### src/rtl/fcc_pkg.sv
// Package with register map, field layout, reset values and timing of the fan controller configuration bank.

package fcc_pkg;

	////////////////////////////////////////////////////////////////////////////////
	// Register indices; the byte address is four times the index.
	localparam logic [7:0] FAN_SPEED_PULSE_INPUT_OUTPUT_CONFIG_IDX = 8'h04;
	localparam logic [7:0] ALARM_FAN_CONFIG_IDX   = 8'h3F;
	localparam logic [7:0] FAN_SPEED_READING_IDX  = 8'h20;

	////////////////////////////////////////////////////////////////////////////////
	// Field positions.
	localparam int FULL_SPEED_ON_ALARM_BIT = 7;
	localparam int REVISION_MSB            = 3;
	localparam int SETUP_MODE_BIT          = 7;
	localparam int PULSES_PER_REV_BIT      = 6;
	localparam int FAST_SPEED_UPDATE_BIT   = 5;
	localparam int OVERTEMP_PIN_EN_BIT     = 4;

	////////////////////////////////////////////////////////////////////////////////
	// Reset and fixed values.
	localparam logic [7:0] FAN_SPEED_PULSE_INPUT_OUTPUT_CONFIG_RST  = 8'h08;
	localparam logic       FULL_SPEED_ON_ALARM_RST = 1'h1;
	// The revision value is arbitrary and names no real part.
	localparam logic [3:0] REVISION_DEFAULT        = 4'h5;

	////////////////////////////////////////////////////////////////////////////////
	// Timing.
	localparam int PCLK_HZ          = 125000000;
	localparam int FAST_UPDATE_MS   = 250;
	localparam int SLOW_UPDATE_MS   = 1000;
	localparam int FAST_UPDATE_CYC  = FAST_UPDATE_MS * (PCLK_HZ / 1000);
	localparam int SLOW_UPDATE_CYC  = SLOW_UPDATE_MS * (PCLK_HZ / 1000);
	localparam int RELEASE_SETTLE   = 3;
	localparam int SECONDS_PER_MIN  = 60;
	localparam int FAST_PER_SECOND  = 4;

endpackage : fcc_pkg

### src/rtl/fcc_fan_speed_pulse_input_meter.sv
// Fan_speed_pulse_input pulse counter that turns pulses per update period into a speed reading in revolutions per minute.
`timescale 1ns/1ps

module fcc_fan_speed_pulse_input_meter #(
	parameter int FAST_CYC = fcc_pkg::FAST_UPDATE_CYC,
	parameter int SLOW_CYC = fcc_pkg::SLOW_UPDATE_CYC
) (
	// Clock and reset.
	input  wire logic        pclk,
	input  wire logic        presetn,
	// Control.
	input  wire logic        pulse,
	input  wire logic        four_pulses,
	input  wire logic        fast_update,
	// Result.
	output logic      [15:0] reading,
	output logic             update
);

	////////////////////////////////////////////////////////////////////////////////
	typedef struct packed {
		logic [26:0] timer;
		logic [15:0] pulses;
		logic [15:0] reading;
		logic        update;
	} fcc_fan_speed_pulse_input_state_t;

	fcc_fan_speed_pulse_input_state_t state;
	fcc_fan_speed_pulse_input_state_t next_state;

	logic [26:0] period_last;
	logic [15:0] revs;
	logic [31:0] rpm;

	always_comb begin
		next_state = state;
		next_state.update = 1'b0;
		period_last = fast_update ? 27'(FAST_CYC - 1) : 27'(SLOW_CYC - 1);
		revs = four_pulses ? (state.pulses >> 2) : (state.pulses >> 1);
		// Scale to a minute so that both update rates give the same unit.
		if (fast_update) begin
			rpm = 32'(revs) * 32'(fcc_pkg::SECONDS_PER_MIN * fcc_pkg::FAST_PER_SECOND);
		end else begin
			rpm = 32'(revs) * 32'(fcc_pkg::SECONDS_PER_MIN);
		end
		if (state.timer >= period_last) begin
			next_state.timer = '0;
			next_state.pulses = {15'h0000, pulse};
			next_state.reading = (rpm > 32'h0000FFFF) ? 16'hFFFF : rpm[15:0];
			next_state.update = 1'b1;
		end else begin
			next_state.timer = state.timer + 27'h0000001;
			if (pulse && state.pulses != 16'hFFFF) begin
				next_state.pulses = state.pulses + 16'h0001;
			end
		end
	end

	always_ff @(posedge pclk or negedge presetn) begin
		if (!presetn) begin
			state <= '0;
		end else begin
			state <= next_state;
		end
	end

	assign reading = state.reading;
	assign update = state.update;

endmodule // fcc_fan_speed_pulse_input_meter

### src/rtl/fcc_config_regs.sv
// Configuration register bank of the fan controller with APB access, alarm pin handling and fan_speed_pulse_input speed reading.
//
// The APB register port is this design's own decision.
`timescale 1ns/1ps

module fcc_config_regs #(
	parameter int FAST_CYC = fcc_pkg::FAST_UPDATE_CYC,
	parameter int SLOW_CYC = fcc_pkg::SLOW_UPDATE_CYC,
	// Arbitrary revision value.
	parameter logic [3:0] REVISION = fcc_pkg::REVISION_DEFAULT
) (
	// Clock and reset.
	input  wire logic        pclk,
	input  wire logic        presetn,
	// APB slave.
	input  wire logic        psel,
	input  wire logic        penable,
	input  wire logic        pwrite,
	input  wire logic  [7:0] paddr,
	input  wire logic [31:0] pwdata,
	input  wire logic  [3:0] pstrb,
	output logic      [31:0] prdata,
	output logic             pready,
	output logic             pslverr,
	// Thermal alarm pin, two-way and open drain.
	input  wire logic        thermal_alarm_pin_i,
	output logic             thermal_alarm_pin_o,
	output logic             thermal_alarm_pin_oe,
	// Overtemp output pin, active low.
	output logic             overtemp_output_pin_n_o,
	output logic             overtemp_output_pin_n_oe,
	// Fan fan_speed_pulse_input pulse pin.
	input  wire logic        fan_speed_pulse_input,
	// Monitor and fan control side.
	input  wire logic        alarm_request,
	input  wire logic        overtemp_condition,
	output logic             fan_full_speed,
	output logic             setup_mode,
	output logic      [15:0] fan_speed_reading,
	output logic             fan_speed_update
);

	////////////////////////////////////////////////////////////////////////////////
	// State of the bank, apart from the speed meter's own registers.
	typedef struct packed {
		logic        full_speed_on_alarm_enable;
		logic        setup_mode;
		logic        pulses_per_rev_bit;
		logic        fast_speed_update;
		logic        overtemp_pin_enable;
		logic [31:0] rdata;
		logic        slverr;
		logic        fan_speed_pulse_input_s1;
		logic        fan_speed_pulse_input_s2;
		logic        fan_speed_pulse_input_prev;
		logic        alarm_s1;
		logic        alarm_s2;
		logic        drive_alarm;
		logic  [1:0] release_cnt;
		logic        full_speed;
		logic        overtemp_n;
	} fcc_regs_state_t;

	fcc_regs_state_t state;
	fcc_regs_state_t next_state;

	////////////////////////////////////////////////////////////////////////////////
	// Decode and read-back values.
	logic        setup_phase;
	logic        access_write;
	logic        hit_fan_speed_pulse_input_cfg;
	logic        hit_alarm_cfg;
	logic        hit_speed;
	logic  [7:0] fan_speed_pulse_input_cfg_value;
	logic  [7:0] alarm_cfg_value;
	logic        fan_speed_pulse_input_pulse;
	logic        external_low;
	logic [15:0] meter_reading;
	logic        meter_update;

	assign setup_phase   = psel && !penable;
	assign access_write  = psel && penable && pwrite;
	assign hit_fan_speed_pulse_input_cfg  = paddr == {fcc_pkg::FAN_SPEED_PULSE_INPUT_OUTPUT_CONFIG_IDX[5:0], 2'b00};
	assign hit_alarm_cfg = paddr == {fcc_pkg::ALARM_FAN_CONFIG_IDX[5:0], 2'b00};
	assign hit_speed     = paddr == {fcc_pkg::FAN_SPEED_READING_IDX[5:0], 2'b00};

	// Reserved bits are constants in the read path, so no write can reach them.
	always_comb begin
		fan_speed_pulse_input_cfg_value = fcc_pkg::FAN_SPEED_PULSE_INPUT_OUTPUT_CONFIG_RST;
		fan_speed_pulse_input_cfg_value[fcc_pkg::SETUP_MODE_BIT] = state.setup_mode;
		fan_speed_pulse_input_cfg_value[fcc_pkg::PULSES_PER_REV_BIT] = state.pulses_per_rev_bit;
		fan_speed_pulse_input_cfg_value[fcc_pkg::FAST_SPEED_UPDATE_BIT] = state.fast_speed_update;
		fan_speed_pulse_input_cfg_value[fcc_pkg::OVERTEMP_PIN_EN_BIT] = state.overtemp_pin_enable;
		alarm_cfg_value = {state.full_speed_on_alarm_enable, 3'b000, REVISION};
	end

	////////////////////////////////////////////////////////////////////////////////
	// Pin edge detection; the second stage is compared with the prev stage that follows it.
	assign fan_speed_pulse_input_pulse = state.fan_speed_pulse_input_s2 && !state.fan_speed_pulse_input_prev;

	// The synchronised pin lags the driver, so an outside low is only believed once our own
	// drive has been released for long enough to have left the synchroniser.
	assign external_low = !state.alarm_s2 && !state.drive_alarm &&
		state.release_cnt == 2'(fcc_pkg::RELEASE_SETTLE);

	fcc_fan_speed_pulse_input_meter #(
		.FAST_CYC    (FAST_CYC),
		.SLOW_CYC    (SLOW_CYC)
	) u_fan_speed_pulse_input_meter (
		.pclk        (pclk),
		.presetn     (presetn),
		.pulse       (fan_speed_pulse_input_pulse),
		.four_pulses (state.pulses_per_rev_bit),
		.fast_update (state.fast_speed_update),
		.reading     (meter_reading),
		.update      (meter_update)
	);

	////////////////////////////////////////////////////////////////////////////////
	// Next state.
	always_comb begin
		next_state = state;

		next_state.fan_speed_pulse_input_s1 = fan_speed_pulse_input;
		next_state.fan_speed_pulse_input_s2 = state.fan_speed_pulse_input_s1;
		next_state.fan_speed_pulse_input_prev = state.fan_speed_pulse_input_s2;
		next_state.alarm_s1 = thermal_alarm_pin_i;
		next_state.alarm_s2 = state.alarm_s1;

		next_state.drive_alarm = alarm_request;
		if (state.drive_alarm) begin
			next_state.release_cnt = '0;
		end else if (state.release_cnt != 2'(fcc_pkg::RELEASE_SETTLE)) begin
			next_state.release_cnt = state.release_cnt + 2'b01;
		end

		// Own drive gates on the enable; an outside pull wins only once our own drive is released and settled.
		next_state.full_speed = (state.drive_alarm && state.full_speed_on_alarm_enable) ||
			external_low;

		next_state.overtemp_n = !overtemp_condition;

		// Read data is captured in the setup cycle and shown in the access cycle.
		if (setup_phase) begin
			next_state.rdata = '0;
			next_state.slverr = 1'b0;
			if (hit_fan_speed_pulse_input_cfg) begin
				next_state.rdata = {24'h000000, fan_speed_pulse_input_cfg_value};
			end else if (hit_alarm_cfg) begin
				next_state.rdata = {24'h000000, alarm_cfg_value};
			end else if (hit_speed) begin
				next_state.rdata = {16'h0000, meter_reading};
			end else begin
				next_state.slverr = 1'b1;
			end
		end

		// Only writable bits are stored; reserved positions of pwdata are dropped.
		if (access_write && pstrb[0]) begin
			if (hit_fan_speed_pulse_input_cfg) begin
				next_state.setup_mode = pwdata[fcc_pkg::SETUP_MODE_BIT];
				next_state.pulses_per_rev_bit = pwdata[fcc_pkg::PULSES_PER_REV_BIT];
				next_state.fast_speed_update = pwdata[fcc_pkg::FAST_SPEED_UPDATE_BIT];
				next_state.overtemp_pin_enable = pwdata[fcc_pkg::OVERTEMP_PIN_EN_BIT];
			end else if (hit_alarm_cfg) begin
				next_state.full_speed_on_alarm_enable = pwdata[fcc_pkg::FULL_SPEED_ON_ALARM_BIT];
			end
		end
	end

	always_ff @(posedge pclk or negedge presetn) begin
		if (!presetn) begin
			state <= '0;
			state.setup_mode <= fcc_pkg::FAN_SPEED_PULSE_INPUT_OUTPUT_CONFIG_RST[fcc_pkg::SETUP_MODE_BIT];
			state.pulses_per_rev_bit <= fcc_pkg::FAN_SPEED_PULSE_INPUT_OUTPUT_CONFIG_RST[fcc_pkg::PULSES_PER_REV_BIT];
			state.fast_speed_update <= fcc_pkg::FAN_SPEED_PULSE_INPUT_OUTPUT_CONFIG_RST[fcc_pkg::FAST_SPEED_UPDATE_BIT];
			state.overtemp_pin_enable <= fcc_pkg::FAN_SPEED_PULSE_INPUT_OUTPUT_CONFIG_RST[fcc_pkg::OVERTEMP_PIN_EN_BIT];
			state.full_speed_on_alarm_enable <= fcc_pkg::FULL_SPEED_ON_ALARM_RST;
			state.fan_speed_pulse_input_s1 <= 1'b0;
			state.alarm_s1 <= 1'b1;
			state.alarm_s2 <= 1'b1;
			state.overtemp_n <= 1'b1;
		end else begin
			state <= next_state;
		end
	end

	////////////////////////////////////////////////////////////////////////////////
	// Outputs.
	assign pready  = psel && penable;
	assign prdata  = state.rdata;
	assign pslverr = psel && penable && state.slverr;

	assign thermal_alarm_pin_o  = 1'b0;
	assign thermal_alarm_pin_oe = state.drive_alarm;

	assign overtemp_output_pin_n_o  = state.overtemp_n;
	assign overtemp_output_pin_n_oe = state.overtemp_pin_enable;

	assign fan_full_speed    = state.full_speed;
	assign setup_mode        = state.setup_mode;
	assign fan_speed_reading = meter_reading;
	assign fan_speed_update  = meter_update;

endmodule // fcc_config_regs

### config.mk
export PLATFORM = sky130hd
export DESIGN_NAME = fcc_config_regs
export DESIGN_NICKNAME = d
export VERILOG_FILES = /design/src/rtl/fcc_pkg.sv /design/src/rtl/fcc_fan_speed_pulse_input_meter.sv /design/src/rtl/fcc_config_regs.sv
export SDC_FILE = /design/constraint.sdc
export NUM_CORES = 1
export LEC_CHECK = 0
export BUFFER_PORTS_ARGS = -buffer_cell sky130_fd_sc_hd__buf_2
export CAP_MARGIN = 20
export CORE_MARGIN = 5
export CORE_UTILIZATION = 40
export DETAILED_ROUTE_END_ITERATION = 8
export GPL_TIMING_DRIVEN = 0
export PLACE_DENSITY = 0.58
export SETUP_SLACK_MARGIN = 0.2
export SLEW_MARGIN = 40
export SYNTH_ARGS = -nofsm -noshare
export SYNTH_HDL_FRONTEND = slang
export SYNTH_SLANG_ARGS = --single-unit
### constraint.sdc
create_clock -name pclk -period 6.2 [get_ports pclk]
set_clock_uncertainty 0.15 [all_clocks]
set_input_delay 0.62 -clock pclk [delete_from_list [all_inputs] [get_ports pclk]]
set_output_delay 0.62 -clock pclk [all_outputs]
set_load 0.05 [all_outputs]
## Word level (Yosys, flattened, before mapping)

Cells that the tools add are included.

- $lt $le $gt $ge: 2
- Reductions and logical operators: 20
- Bitwise operators: 1
- Muxes and demuxes: 15
- Eq/ne operators: 6
- Multipliers: 2
- Add/subtract/negate cells: 3

Operators with widths:

| cell | number |
|---|---|
| two-way mux 16 bit | 4 |
| two-way mux 43 bit | 1 |
| multiplier 16 x 4 -> 20 bit (second input constant) | 2 |
| greater-than comparator 32 x 16 -> 1 bit (second input constant) | 1 |
| two-way mux 32 bit | 1 |
| adder 27 x 1 -> 27 bit (second input constant) | 1 |
| greater-or-equal comparator 27 bit | 1 |
| two-way mux 27 bit | 1 |
| two-way mux 24 bit | 1 |
| adder 16 x 1 -> 16 bit (second input constant) | 1 |
| equality test 8 bit (second input constant) | 2 |
| inequality test 16 bit (second input constant) | 1 |
| two-way mux 15 bit | 1 |
| logical AND 1 bit | 10 |
| equality test 8 x 5 -> 1 bit (second input constant) | 1 |
| zero test 1 bit | 5 |
| two-way mux 1 bit | 4 |
| two-way mux 2 bit | 2 |
| nonzero test 2 bit | 2 |
| AND reduction 3 bit | 1 |
| adder 2 x 1 -> 2 bit (second input constant) | 1 |
| equality test 2 bit (second input constant) | 1 |
| inequality test 2 bit (second input constant) | 1 |
| AND reduction 2 bit | 1 |
| 2 further kinds | 2 |

- Output and inout port bits: 57
- Word-level logic and storage cells: 69
- Flip-flop bits (word level): 108
- Input port bits: 53

## Logic depth before layout (Yosys ltp)

Gate-level depths: netlist of run 1.

- Depth after elaboration: 5
- Gate-level depth with buffers: 18
- Mapped depth without buffers: 14

## Hierarchy

A second synthesis of run 1 with hierarchy kept.

- Cell total of the unflattened synthesis: 691
- Area total of the unflattened synthesis: 6576.3 um^2

Modules (own cells, without submodules):

| module | seq. area each (um^2) | area an instance (um^2) | cells an instance | times used |
|---|---|---|---|---|
| fcc_fan_speed_pulse_input_meter | 1476.4 | 4997.3 | 538 | 1 |
| fcc_config_regs | 805.8 | 1579.0 | 153 | 1 |

## Worst setup path before layout of run 1

Ideal clock, no wire load.

- Kind: register -> register
- Start point: register state, in the netlist fan_speed_pulse_input_cfg_value[6]
- End point: register u_fan_speed_pulse_input_meter.state, in the netlist u_fan_speed_pulse_input_meter.reading[11]
- Library setup time: 0.139 ns
- Cell stages (with the launch flop): 19
- Arrival time: 4.549 ns
- Required time: 5.911 ns
- Period minus slack after synthesis: 4.838 ns
- Setup slack: 1.362 ns
- Path buffers: 4
- Cells stage by stage: dfrtp_1 > clkbuf_1 > clkbuf_1 > mux2i_1 > inv_1 > fa_1 > inv_1 > fa_1 > inv_1 > ha_1 > buf_2 > a21oi_1 > nor2_1 > a2111oi_0 > a21oi_1 > nor3_1 > o2111a_1 > buf_4 > a2bb2oi_1

- Cells in the longest elaborated chain, start to end: 5
- Elaborated cells between the ends (all ways): 6
- Classes of those cells: 2 x mul; 1 x order compare; 3 x mux

Ends and longest elaborated chain:

| what | line | source |
|---|---|---|
| start, declared | fcc_config_regs.sv:64 | `fcc_regs_state_t state;` |
| start signal, assigned | fcc_config_regs.sv:184 | `state <= next_state;` |
| two-way mux 15 bit * | fcc_fan_speed_pulse_input_meter.sv:39 | `revs = four_pulses ? (state.pulses >> 2) : (state.pulses >> 1);` |
| multiplier 16 x 4 -> 20 bit | fcc_fan_speed_pulse_input_meter.sv:42, fcc_fan_speed_pulse_input_meter.sv:44 |  |
| two-way mux 24 bit * | fcc_fan_speed_pulse_input_meter.sv:41 | `if (fast_update) begin` |
| greater-than comparator 32 x 16 -> 1 bit | fcc_fan_speed_pulse_input_meter.sv:49 | `next_state.reading = (rpm > 32'h0000FFFF) ? 16'hFFFF : rpm[15:0];` |
| two-way mux 16 bit * | fcc_fan_speed_pulse_input_meter.sv:49 |  |
| end signal, assigned | fcc_fan_speed_pulse_input_meter.sv:63 | `state <= next_state;` |
| end, declared | fcc_fan_speed_pulse_input_meter.sv:28 | `fcc_fan_speed_pulse_input_state_t state;` |

Every way passes the cells marked *; elsewhere a longest branch is shown, timed or not.
A chain may end at the register's enable or synchronous reset.

## Worst setup path in the final report of run 1

- Start point: register state, in the netlist fan_speed_pulse_input_cfg_value[6]
- End point: register u_fan_speed_pulse_input_meter.state, in the netlist u_fan_speed_pulse_input_meter.reading[15]

The elaborated chain is that of the path after synthesis.

==> results of run 1 <==
cells in the final DEF, fill, tap and decap left out, types with 10 or more instances in the layout:
master      n
and3_1     11
xor2_1     32
fa_1       27
buf_4      52
a2bb2oi_1  15
dfrtp_1    87
buf_2      72
nor3_1     10
nand2_1    64
nor2_1     60
xnor2_1    18
nand3_1    22
inv_1      48
mux2i_1    17
ha_1       41
nand4_1    13
conb_1     17
a21oi_1    21
nor2_2     20
o21ai_0    29
power by group through the flow:
stage	clock [mW]	combinational, mW	sequential [mW]
after global routing	0.565	0.990	0.642
after CTS	0.538	0.892	0.639
after detailed placement	0	0.873	0.650
after floorplan	0	0.698	0.646
final	0.520	0.878	0.639
after global placement	0	0.865	0.648
logic make-up after synthesis:
kind of cell / synth area share, %
adders and majority gates: 15.5
xor gates and xnor gates: 6.45
DFF: 33.6
and+or+nand+nor: 17.0
AOI/OAI and AO/OA: 13.2
other: 0.0552
muxes: 3.67
buffers and inverters: 10.6
metal layers:
metal | wire, um | vias up | part of all wire (%) | global-route usage (%)
li1 | - | 2576 | - | -
met1 | 6890 | 2458 | 46 | 20.7
met2 | 7100 | 107 | 48 | 25.0
met3 | 602 | 18 | 4.1 | 2.39
met4 | 251 | 0 | 1.7 | 5.41
met5 | 0 | - | 0 | 0
cell type report:
type	instances	area [um2]
Multi-Input combinational cell	514	3850
Sequential cell	91	2280
Fill cell	1594	8890
Inverter	48	180
Tap cell	220	275
Clock buffer	11	243
Clock inverter	5	38.8
Buffer	79	541
Timing Repair Buffer	62	339
critical path, delay by kind of cell, from the launching register on:
family | cells | cell delay, ns
buffers and inverters | 4 | 1.01
multiplexers | 2 | 0.89
flip-flops | 1 | 0.34
adder cells (fa/ha/maj) | 3 | 1.36
AO/OA/AOI/OAI | 6 | 1.61
path summary, 6_finish.rpt:
check | slack, ns | to | cells after the start | start
worst max-delay path | 0.69 | u_fan_speed_pulse_input_meter.reading[15] | 15 | fan_speed_pulse_input_cfg_value[6]
worst min-delay path | 0.05 | state[7] | 1 | presetn
worst max register to register | 0.69 | u_fan_speed_pulse_input_meter.reading[15] | 15 | fan_speed_pulse_input_cfg_value[6]
worst min register to register | 0.20 | next_state[7] | 0 | next_state[8]
max in group asynchronous | 5.21 | alarm_cfg_value[7] | 2 | presetn
min in group pclk | 0.20 | next_state[7] | 0 | next_state[8]
through the flow:
step,worst slack [ns],hold slack (ns)
2_1_floorplan,1.36,0.174
3_3_place_gp,0.453,0.187
3_5_place_dp,0.458,0.189
4_1_cts,0.417,0.0559
5_1_grt,0.326,0.0761
6_report,0.686,0.0487
sequential cells by signal, summed over array words and instances (netlist names):
name                                   count
next_state                                 3
u_fan_speed_pulse_input_meter.state       43
prdata                                    16
fan_full_speed                             1
overtemp_output_pin_n_oe                   1
u_fan_speed_pulse_input_meter.update       1
alarm_cfg_value                            1
overtemp_output_pin_n_o                    1
u_fan_speed_pulse_input_meter.reading     15
state                                      5
setup_mode                                 1
fan_speed_pulse_input_cfg_value            2
thermal_alarm_pin_oe                       1
==> impl_metrics.py, run 1 <==
metrics = {
    "layout": {
        "final_core_util_pct": 46.6,
        "area_delta_synth_final_pct": 14.1,
        "fin_area_um2": 7750,
        "nets": 926,
        "final_cells": 1030,
        "antenna_cells": 0,
        "drive_above_1_share_pct": 23.8,
    },
    "synthesis": {
        "synth_edf_count": 0,
        "synth_most_common_cell": "dfrtp_1",
        "synthFlopType": "dfrtp_1",
        "synth.ff_latch_count": 91,
        "syn_inst": 716,
        "synthArstFlopShare_pct": 100,
        "avgSynthCellArea_um2": 9.48,
        "synth_top_area_cell": "dfrtp_1",
        "synth_area_leaders": "dfrtp_1 32%, fa_1 8.0%, ha_1 7.6%, buf_4 5.7%, xor2_1 4.1%",
        "yosysUniqueCellTypes": 70,
        "synth.top_cell.area_share_pct": 32.1,
        "syn_area_um2": 6790,
        "yosysSeqAreaShare_pct": 33.6,
        "ys_top_cells_by_count": "87 x dfrtp_1, 64 x nand2_1, 60 x nor2_1",
        "yosys_warnings": 0,
    },
    "route": {
        "drt-total-wl_mm": 14.8,
        "dr_total_vias": 5159,
        "ant_nets": 0,
        "drt_first_pass_iters": 5,
        "vias_per_cell": 5.01,
        "post-route-drc-count": 0,
        "first_iter_violations": 226,
        "wire_per_inst_um": 14.4,
    },
    "critical_path": {
        "cp_slowest_cell": "mux2i_1",
        "arrival_ns": 5.57,
        "end_kind": "register",
        "worstPathCellList": "clkbuf_1 > clkbuf_2 > mux2i_1 > fa_1 > fa_1 > inv_1 > ha_1 > buf_2 > a21oi_1 > o221ai_1 > a21oi_2 > mux2i_1 > o2111ai_2 > a2111oi_0 > a2bb2oi_1",
        "worstSetupStartpointType": "register",
        "critPathKind": "reg -> reg",
        "cp.required_ns": 6.25,
        "slowest_delay_ns": 0.59,
        "cp_max_fo": 10,
    },
    "power_and_ir_drop": {
        "seqPwrFrac_pct": 31.4,
        "vdd_ir_drop_max_mv": 0.207,
        "power.leakage_nw": 3.84,
        "total_power_mw": 2.04,
        "internal-power_mw": 1.29,
        "power_frac_clock_pct": 25.5,
        "switching_share_pct": 36.4,
        "power_density_nw_per_um2": 263,
        "switchingPower_mw": 0.743,
        "p_comb_share_pct": 43.1,
    },
    "sta": {
        "grt_setup_unrepaired": "no",
        "fin_crit_sh_pct": 88.9,
        "setup_viol": 0,
        "tns_ns": 0,
        "fmax_ghz": 0.181,
        "slew_headroom_pct": 55.1,
        "hold_viol": 0,
        "drv_slew": 0,
        "finalCriticalPeriod_ns": 5.51,
        "worst_pin_slew_ns": 0.655,
    },
    "clock_tree": {
        "clkTransAtPathRegs_ns": 0.06,
        "clk_latency_ns": 0.35,
        "cts_buffers": 9,
        "h-tree-depth": 3,
        "cts_tree": "done",
        "holdBufCountCts": 0,
        "cts.sinks": 91,
        "cts_resized": 0,
        "cts-root-buf": "clkbuf_16",
        "cts_buffer_depth": 2,
        "cts_setup_buffers": 0,
    },
    "placement": {
        "routabilityCongestion": 0.858,
        "portBuffers": 61,
        "dp_hpwl_mm": 11.6,
        "dp.cells": 1014,
        "placed_cell_area_um2": 7460,
    },
    "floorplanning": {
        "die_w_um": 140,
        "row_count": 47,
        "fp.dieH_um": 140,
        "coreArea_um2": 16600,
        "start_util_pct": 40.8,
        "fp.dieArea_um2": 19700,
        "num_io_pins": 110,
    },
    "global_routing": {
        "track_usage_pct": 15.3,
        "grt_pass1_wl_mm": 25.0,
        "grt.overflow.total": 0,
        "antenna_found_initial": 0,
        "grt_max_degree": 51,
        "grt_pass1_vias": 5116,
    },
    "worst_hold_path": {
        "hp-class": "in -> async",
    },
    "run_status": {
        "status": "finished clean",
    },
    "flow_run": {
        "cap_viol_max_count": 0,
    },
}
No activity file was read; power rests on OpenSTA's default activity.
==> run 2, diff against run 1 <==
--- a/config.mk
+++ b/config.mk
@@ -16,4 +16,5 @@
 export SLEW_MARGIN = 40
 export SYNTH_ARGS = -nofsm -noshare
 export SYNTH_HDL_FRONTEND = slang
+export SYNTH_HIERARCHICAL = 1
 export SYNTH_SLANG_ARGS = --single-unit
==> run 2 against run 1 <==
  * Sequential share of layout area up 0.78 points
  * Total power is 1.5% lower
  * First-iteration DRC count decreased by 5.8%
  * Non-clock buffer count fell by 6
  * Maximum frequency increased by 3.2%
  * Global-route usage decreased by 0.76 points
  * Sequential cell count did not move
  * Register-to-register slack better by 0.17 ns
  * Clock power is 4.8% higher
  * Die area decreased by 2.9%
  * Sequential power grew 1%
  * Largest cell class unchanged
==> impl_metrics.py, run 2 <==
metrics = {
    "critical_path": {
        "reg2reg_to": "u_fan_speed_pulse_input_meter/reading[9]",
        "crit_buf_inv": 5,
        "arrival_ns": 5.41,
        "cpMostUsedCell": "fa_1",
        "cp.required_ns": 6.27,
        "path_depth": 17,
        "end_kind": "register",
        "slowest_delay_ns": 0.54,
        "cp_max_fo": 10,
        "critical-path-top-delay-family": "adder cells",
        "worstSetupStartpointType": "register",
        "r2r_slack_ns": 0.86,
        "worstPathCellList": "clkbuf_1 > clkbuf_2 > mux2i_1 > inv_1 > fa_1 > fa_1 > inv_1 > fa_1 > nor2b_1 > o2111ai_1 > a21oi_1 > nor2_1 > xnor2_1 > a211o_1 > nor3_4 > buf_6 > a31oi_1",
        "rr_worst_depth": 17,
        "r2r-start": "fan_speed_pulse_input_cfg_value[6]",
        "cp_slowest_cell": "fa_1",
        "critPathKind": "reg -> reg",
    },
    "route": {
        "drt-total-wl_mm": 13.8,
        "ant_nets": 0,
        "post-route-drc-count": 0,
        "drt_first_pass_iters": 5,
        "first_iter_violations": 213,
        "vias_per_cell": 5.00,
        "wire_per_inst_um": 13.8,
        "dr_total_vias": 5010,
    },
    "sta": {
        "fmax_ghz": 0.187,
        "holdWs_ns": 0.0695,
        "grt_setup_unrepaired": "no",
        "drv_slew": 0,
        "finalCriticalPeriod_ns": 5.34,
        "worst_pin_slew_ns": 0.769,
        "slew_headroom_pct": 48.7,
        "tns_ns": 0,
        "setup_viol": 0,
        "hold_viol": 0,
        "fin_crit_sh_pct": 86.1,
    },
    "layout": {
        "drive_above_1_share_pct": 21.3,
        "n_fill_cell": 1549,
        "nets": 901,
        "antenna_cells": 0,
        "area_delta_synth_final_pct": 14.8,
        "final_common_cell": "dfrtp_1",
        "largest_register": "u_fan_speed_pulse_input_meter/state",
        "layout_common_cells": "87 x dfrtp_1, 73 x nor2_1, 69 x nand2_1, 65 x buf_2, 53 x buf_4",
        "largest_reg_flops": 43,
    },
    "synthesis": {
        "synth_adder_area_share_pct": 16.0,
        "synth_area_leaders": "dfrtp_1 33%, fa_1 8.2%, ha_1 7.8%, buf_4 6.1%, xor2_1 4.7%",
        "yosysSeqAreaShare_pct": 34.7,
        "yosysUniqueCellTypes": 65,
        "synthArstFlopShare_pct": 100,
        "synth_edf_count": 0,
        "synth_compound_area_share_pct": 12.7,
        "synth_top_area_cell": "dfrtp_1",
        "syn_inst": 691,
        "synth.top_cell.area_share_pct": 33.1,
        "synth_xor_area_share_pct": 7.04,
        "synthMuxAreaShare_pct": 3.71,
        "synth.ff_latch_count": 91,
        "ys_top_cells_by_count": "87 x dfrtp_1, 73 x nor2_1, 69 x nand2_1",
        "avgSynthCellArea_um2": 9.52,
        "yosys_warnings": 6,
        "syn_area_um2": 6580,
        "synth_top_family_by_area": "adder cells",
        "synthSimpleGateAreaFrac_pct": 15.3,
        "synthFlopType": "dfrtp_1",
        "synth_most_common_cell": "dfrtp_1",
    },
    "power_and_ir_drop": {
        "vdd_ir_drop_max_mv": 0.193,
        "power_density_nw_per_um2": 266,
        "power.leakage_nw": 3.87,
    },
    "global_routing": {
        "grt_pass1_wl_mm": 23.9,
        "antenna_found_initial": 0,
        "grt_pass1_vias": 5071,
        "grt.overflow.total": 0,
        "track_usage_pct": 14.5,
        "grt_max_degree": 53,
    },
    "flow_run": {
        "cap_viol_max_count": 0,
    },
    "placement": {
        "routabilityCongestion": 0.835,
        "dp_hpwl_mm": 11.0,
        "portBuffers": 61,
    },
    "clock_tree": {
        "h-tree-depth": 3,
        "cts_setup_buffers": 0,
        "cts_tree": "done",
        "cts-root-buf": "clkbuf_16",
        "holdBufCountCts": 0,
        "clkTransAtPathRegs_ns": 0.08,
        "cts.sinks": 91,
        "cts_resized": 0,
        "clk_latency_ns": 0.35,
        "cts_buffers": 9,
        "cts_buffer_depth": 2,
    },
    "floorplanning": {
        "coreArea_um2": 16000,
        "row_count": 46,
        "start_util_pct": 41.1,
        "fp.dieArea_um2": 19100,
        "die_w_um": 138,
        "fp.dieH_um": 138,
        "num_io_pins": 110,
    },
    "worst_hold_path": {
        "hp-class": "in -> async",
    },
    "run_status": {
        "status": "finished clean",
    },
}
run 2: cell types whose count changed after synthesis, moves of 5 or more:
cell	delta
nor2_1	+13
and4_1	+6
nor2_2	-20
a2111oi_0	-6
a2bb2oi_1	-14
nand2_1	+5
buf_2	-7
nor3_1	-8
a21oi_1	+9
nand3_1	-6
a31oi_1	+13
run 2: through the flow:
step / total power [mW] / utilization [%] / cell area [um2] / std cells / setup WS (ns)
2_1_floorplan: 1.30 / - / 6640 / 707 / 1.34
3_3_place_gp: 1.45 / 45.1 / 7210 / 984 / 0.683
3_5_place_dp: 1.47 / 45.2 / 7240 / 985 / 0.598
4_1_cts: 2.03 / 47.1 / 7540 / 1001 / 0.581
5_1_grt: 2.17 / 47.2 / 7550 / 1001 / 0.400
6_report: 2.01 / 47.2 / 7550 / 1001 / 0.859
run 2: cell type report:
class                      count  area (um2)  share of cell area, %
buffer                        73         510                   6.76
tap                          216         270                   3.58
multi-input combinational    496        3680                   48.7
clock buffer                   9         225                   2.98
sequential                    91        2280                   30.2
timing repair buffer          62         332                   4.39
clock inverter                 7        76.3                   1.01
inverter                      47         176                   2.34
run 2: worst register-to-register path: stages (launching register included):
cell,delay (ns)
dfrtp_1,0.41
clkbuf_1,0.34
clkbuf_2,0.39
mux2i_1,0.41
inv_1,0.15
fa_1,0.54
fa_1,0.53
inv_1,0.06
fa_1,0.40
nor2b_1,0.16
o2111ai_1,0.18
a21oi_1,0.33
nor2_1,0.11
xnor2_1,0.15
a211o_1,0.34
nor3_4,0.29
buf_6,0.19
a31oi_1,0.09
run 2: how the worst max path moves through the flow:
stage / endpoint / startpoint
4_1_cts: u_fan_speed_pulse_input_meter/reading[4] / fan_speed_pulse_input_cfg_value[6]
3_5_place_dp: u_fan_speed_pulse_input_meter/reading[4] / fan_speed_pulse_input_cfg_value[6]
5_1_grt: u_fan_speed_pulse_input_meter/reading[13] / fan_speed_pulse_input_cfg_value[6]
2_1_floorplan: u_fan_speed_pulse_input_meter/reading[5] / fan_speed_pulse_input_cfg_value[6]
3_3_place_gp: u_fan_speed_pulse_input_meter/reading[4] / fan_speed_pulse_input_cfg_value[6]
6_report: u_fan_speed_pulse_input_meter/reading[9] / fan_speed_pulse_input_cfg_value[6]
run 2: power by group:
part           leakage, nW  internal (mW)  switching (mW)  total [mW]
combinational         2.50          0.339           0.475       0.814
clock                0.149          0.287           0.259       0.545
sequential            1.22          0.619          0.0282       0.647
total                 3.87           1.24           0.762        2.01
run 2: routing by layer:
| metal | track usage (%) | routed length (um) |
|---|---|---|
| met2 | 24.2 | 6570 |
| met1 | 19.0 | 6430 |
| met4 | 4.26 | 103 |
| met5 | 0 | 0 |
| met3 | 3.38 | 687 |
run 2: logic make-up after synthesis:
logic type                 after synthesis
AOI/OAI and AO/OA                      124
xor gates and xnor gates                52
adders and majority gates               68
buffers and inverters                  120
DFF                                     91
muxes                                   22
other                                    1
and+or+nand+nor                        213
==> run 3, diff against run 2 <==
--- a/config.mk
+++ b/config.mk
@@ -12,6 +12,7 @@
 export DETAILED_ROUTE_END_ITERATION = 8
 export GPL_TIMING_DRIVEN = 0
 export PLACE_DENSITY = 0.58
+export RECOVER_POWER = 50
 export SETUP_SLACK_MARGIN = 0.2
 export SLEW_MARGIN = 40
 export SYNTH_ARGS = -nofsm -noshare
==> run 3 against run 2 <==
  * The run now ends with max-capacitance violations, max-slew violations left
  * Worst setup slack better by 0.0054 ns
  * Critical path depth is the same
  * Cell count did not move
  * Worst hold slack better by 0.14 ns
  * Clock power barely moved
  * Critical path type unchanged
  * Critical endpoint unchanged
  * Highest routed layer unchanged
==> impl_metrics.py, run 3 (synthesis gave the netlist of run 2 again) <==
metrics = {
    "power_and_ir_drop": {
        "vdd_ir_drop_max_mv": 0.193,
        "power_density_nw_per_um2": 267,
        "power.leakage_nw": 3.84,
    },
    "route": {
        "vias_per_cell": 5.00,
        "first_iter_violations": 199,
        "dr_total_vias": 5010,
        "post-route-drc-count": 0,
        "ant_nets": 0,
        "drt-total-wl_mm": 13.8,
        "drt_first_pass_iters": 4,
        "wire_per_inst_um": 13.8,
    },
    "layout": {
        "final_core_util_pct": 46.9,
        "nets": 901,
        "antenna_cells": 0,
        "layout_common_cells": "87 x dfrtp_1, 73 x nor2_1, 69 x nand2_1, 63 x buf_2, 52 x buf_4",
        "drive_above_1_share_pct": 20.4,
        "largest_reg_flops": 43,
        "final_common_cell": "dfrtp_1",
        "largest_register": "u_fan_speed_pulse_input_meter/state",
        "area_delta_synth_final_pct": 14.1,
        "n_fill_cell": 1554,
    },
    "clock_tree": {
        "cts_resized": 0,
        "cts.sinks": 91,
        "cts_setup_buffers": 0,
        "cts_tree": "done",
        "cts-root-buf": "clkbuf_16",
        "cts_buffer_depth": 2,
        "h-tree-depth": 3,
        "holdBufCountCts": 0,
        "clkTransAtPathRegs_ns": 0.07,
        "clk_latency_ns": 0.35,
        "cts_buffers": 9,
    },
    "flow_run": {
        "cap_viol_max_count": 2,
    },
    "sta": {
        "holdWs_ns": 0.210,
        "tns_ns": 0,
        "slew_headroom_pct": -86.9,
        "worst_pin_slew_ns": 2.80,
        "setup_viol": 0,
        "grt_setup_unrepaired": "no",
        "fmax_ghz": 0.187,
        "drv_slew": 94,
        "fin_crit_sh_pct": 86.1,
        "hold_viol": 0,
        "finalCriticalPeriod_ns": 5.34,
    },
    "run_status": {
        "status": "finished, violations left",
        "failed_checks": "max-capacitance violations, max-slew violations",
    },
    "critical_path": {
        "end_kind": "register",
        "cp.required_ns": 6.27,
        "worstSetupStartpointType": "register",
        "arrival_ns": 5.40,
        "cp_max_fo": 10,
        "critPathKind": "reg -> reg",
    },
    "global_routing": {
        "grt.overflow.total": 0,
        "grt_max_degree": 53,
        "track_usage_pct": 14.5,
        "grt_pass1_vias": 5071,
        "antenna_found_initial": 0,
        "grt_pass1_wl_mm": 23.9,
    },
    "floorplanning": {
        "die_w_um": 138,
        "fp.dieH_um": 138,
        "fp.dieArea_um2": 19100,
        "row_count": 46,
        "num_io_pins": 110,
        "start_util_pct": 41.1,
        "coreArea_um2": 16000,
    },
    "placement": {
        "dp_hpwl_mm": 11.0,
        "routabilityCongestion": 0.835,
        "portBuffers": 61,
    },
    "worst_hold_path": {
        "hp-class": "reg -> reg",
    },
}
run 3: report_power, final:
part           internal (mW)  switching, mW  leakage [nW]
Combinational          0.337          0.474          2.47
Sequential             0.619         0.0282          1.22
Clock                  0.287          0.259         0.149
Total                   1.24          0.762          3.84
run 3: final timing paths:
kind	start	to	slack, ns	depth (start not counted)
hold reg to reg	next_state[8]	next_state[7]	0.21	0
max in group asynchronous	presetn	prdata[8]	1.84	2
min in group asynchronous	presetn	u_fan_speed_pulse_input_meter/state[49]	1.02	1
hold / removal	next_state[8]	next_state[7]	0.21	0
setup / recovery	fan_speed_pulse_input_cfg_value[6]	u_fan_speed_pulse_input_meter/reading[9]	0.86	17
setup reg to reg	fan_speed_pulse_input_cfg_value[6]	u_fan_speed_pulse_input_meter/reading[9]	0.86	17
run 3: layout make-up:
| class | instances | area [um2] | share of cell area (%) |
|---|---|---|---|
| Multi-Input combinational cell | 496 | 3670 | 48.9 |
| Tap cell | 216 | 270 | 3.60 |
| Inverter | 47 | 176 | 2.35 |
| Sequential cell | 91 | 2280 | 30.4 |
| Timing Repair Buffer | 62 | 305 | 4.07 |
| Buffer | 73 | 499 | 6.65 |
| Clock inverter | 7 | 76.3 | 1.02 |
| Clock buffer | 9 | 225 | 3.00 |
run 3: worst max-delay path, stage by stage, from the launching register on:
cell and delay (ns):
dfrtp_1 0.41, clkbuf_1 0.34, clkbuf_2 0.39, mux2i_1 0.41
inv_1 0.15, fa_1 0.54, fa_1 0.53, inv_1 0.06
fa_1 0.39, nor2b_1 0.16, o2111ai_1 0.18, a21oi_1 0.32
nor2_1 0.10, xnor2_1 0.14, a211o_1 0.34, nor3_4 0.29
buf_6 0.19, a31oi_1 0.09
run 3: routing by layer:
layer	vias up	GRT usage [%]	share of wire, %
li1	2474	-	-
met1	2398	19.0	46
met2	124	24.2	47
met3	14	3.38	5.2
met4	0	4.26	1.2
met5	-	0	0
run 3: metrics by stage:
stage	instance area [um2]	total power [mW]	instances	setup WS (ns)
6_report	7500	2.00	1001	0.865
2_1_floorplan	6640	1.30	707	1.34
3_5_place_dp	7240	1.47	985	0.598
3_3_place_gp	7210	1.45	984	0.683
5_1_grt	7500	2.17	1001	0.400
4_1_cts	7540	2.03	1001	0.581
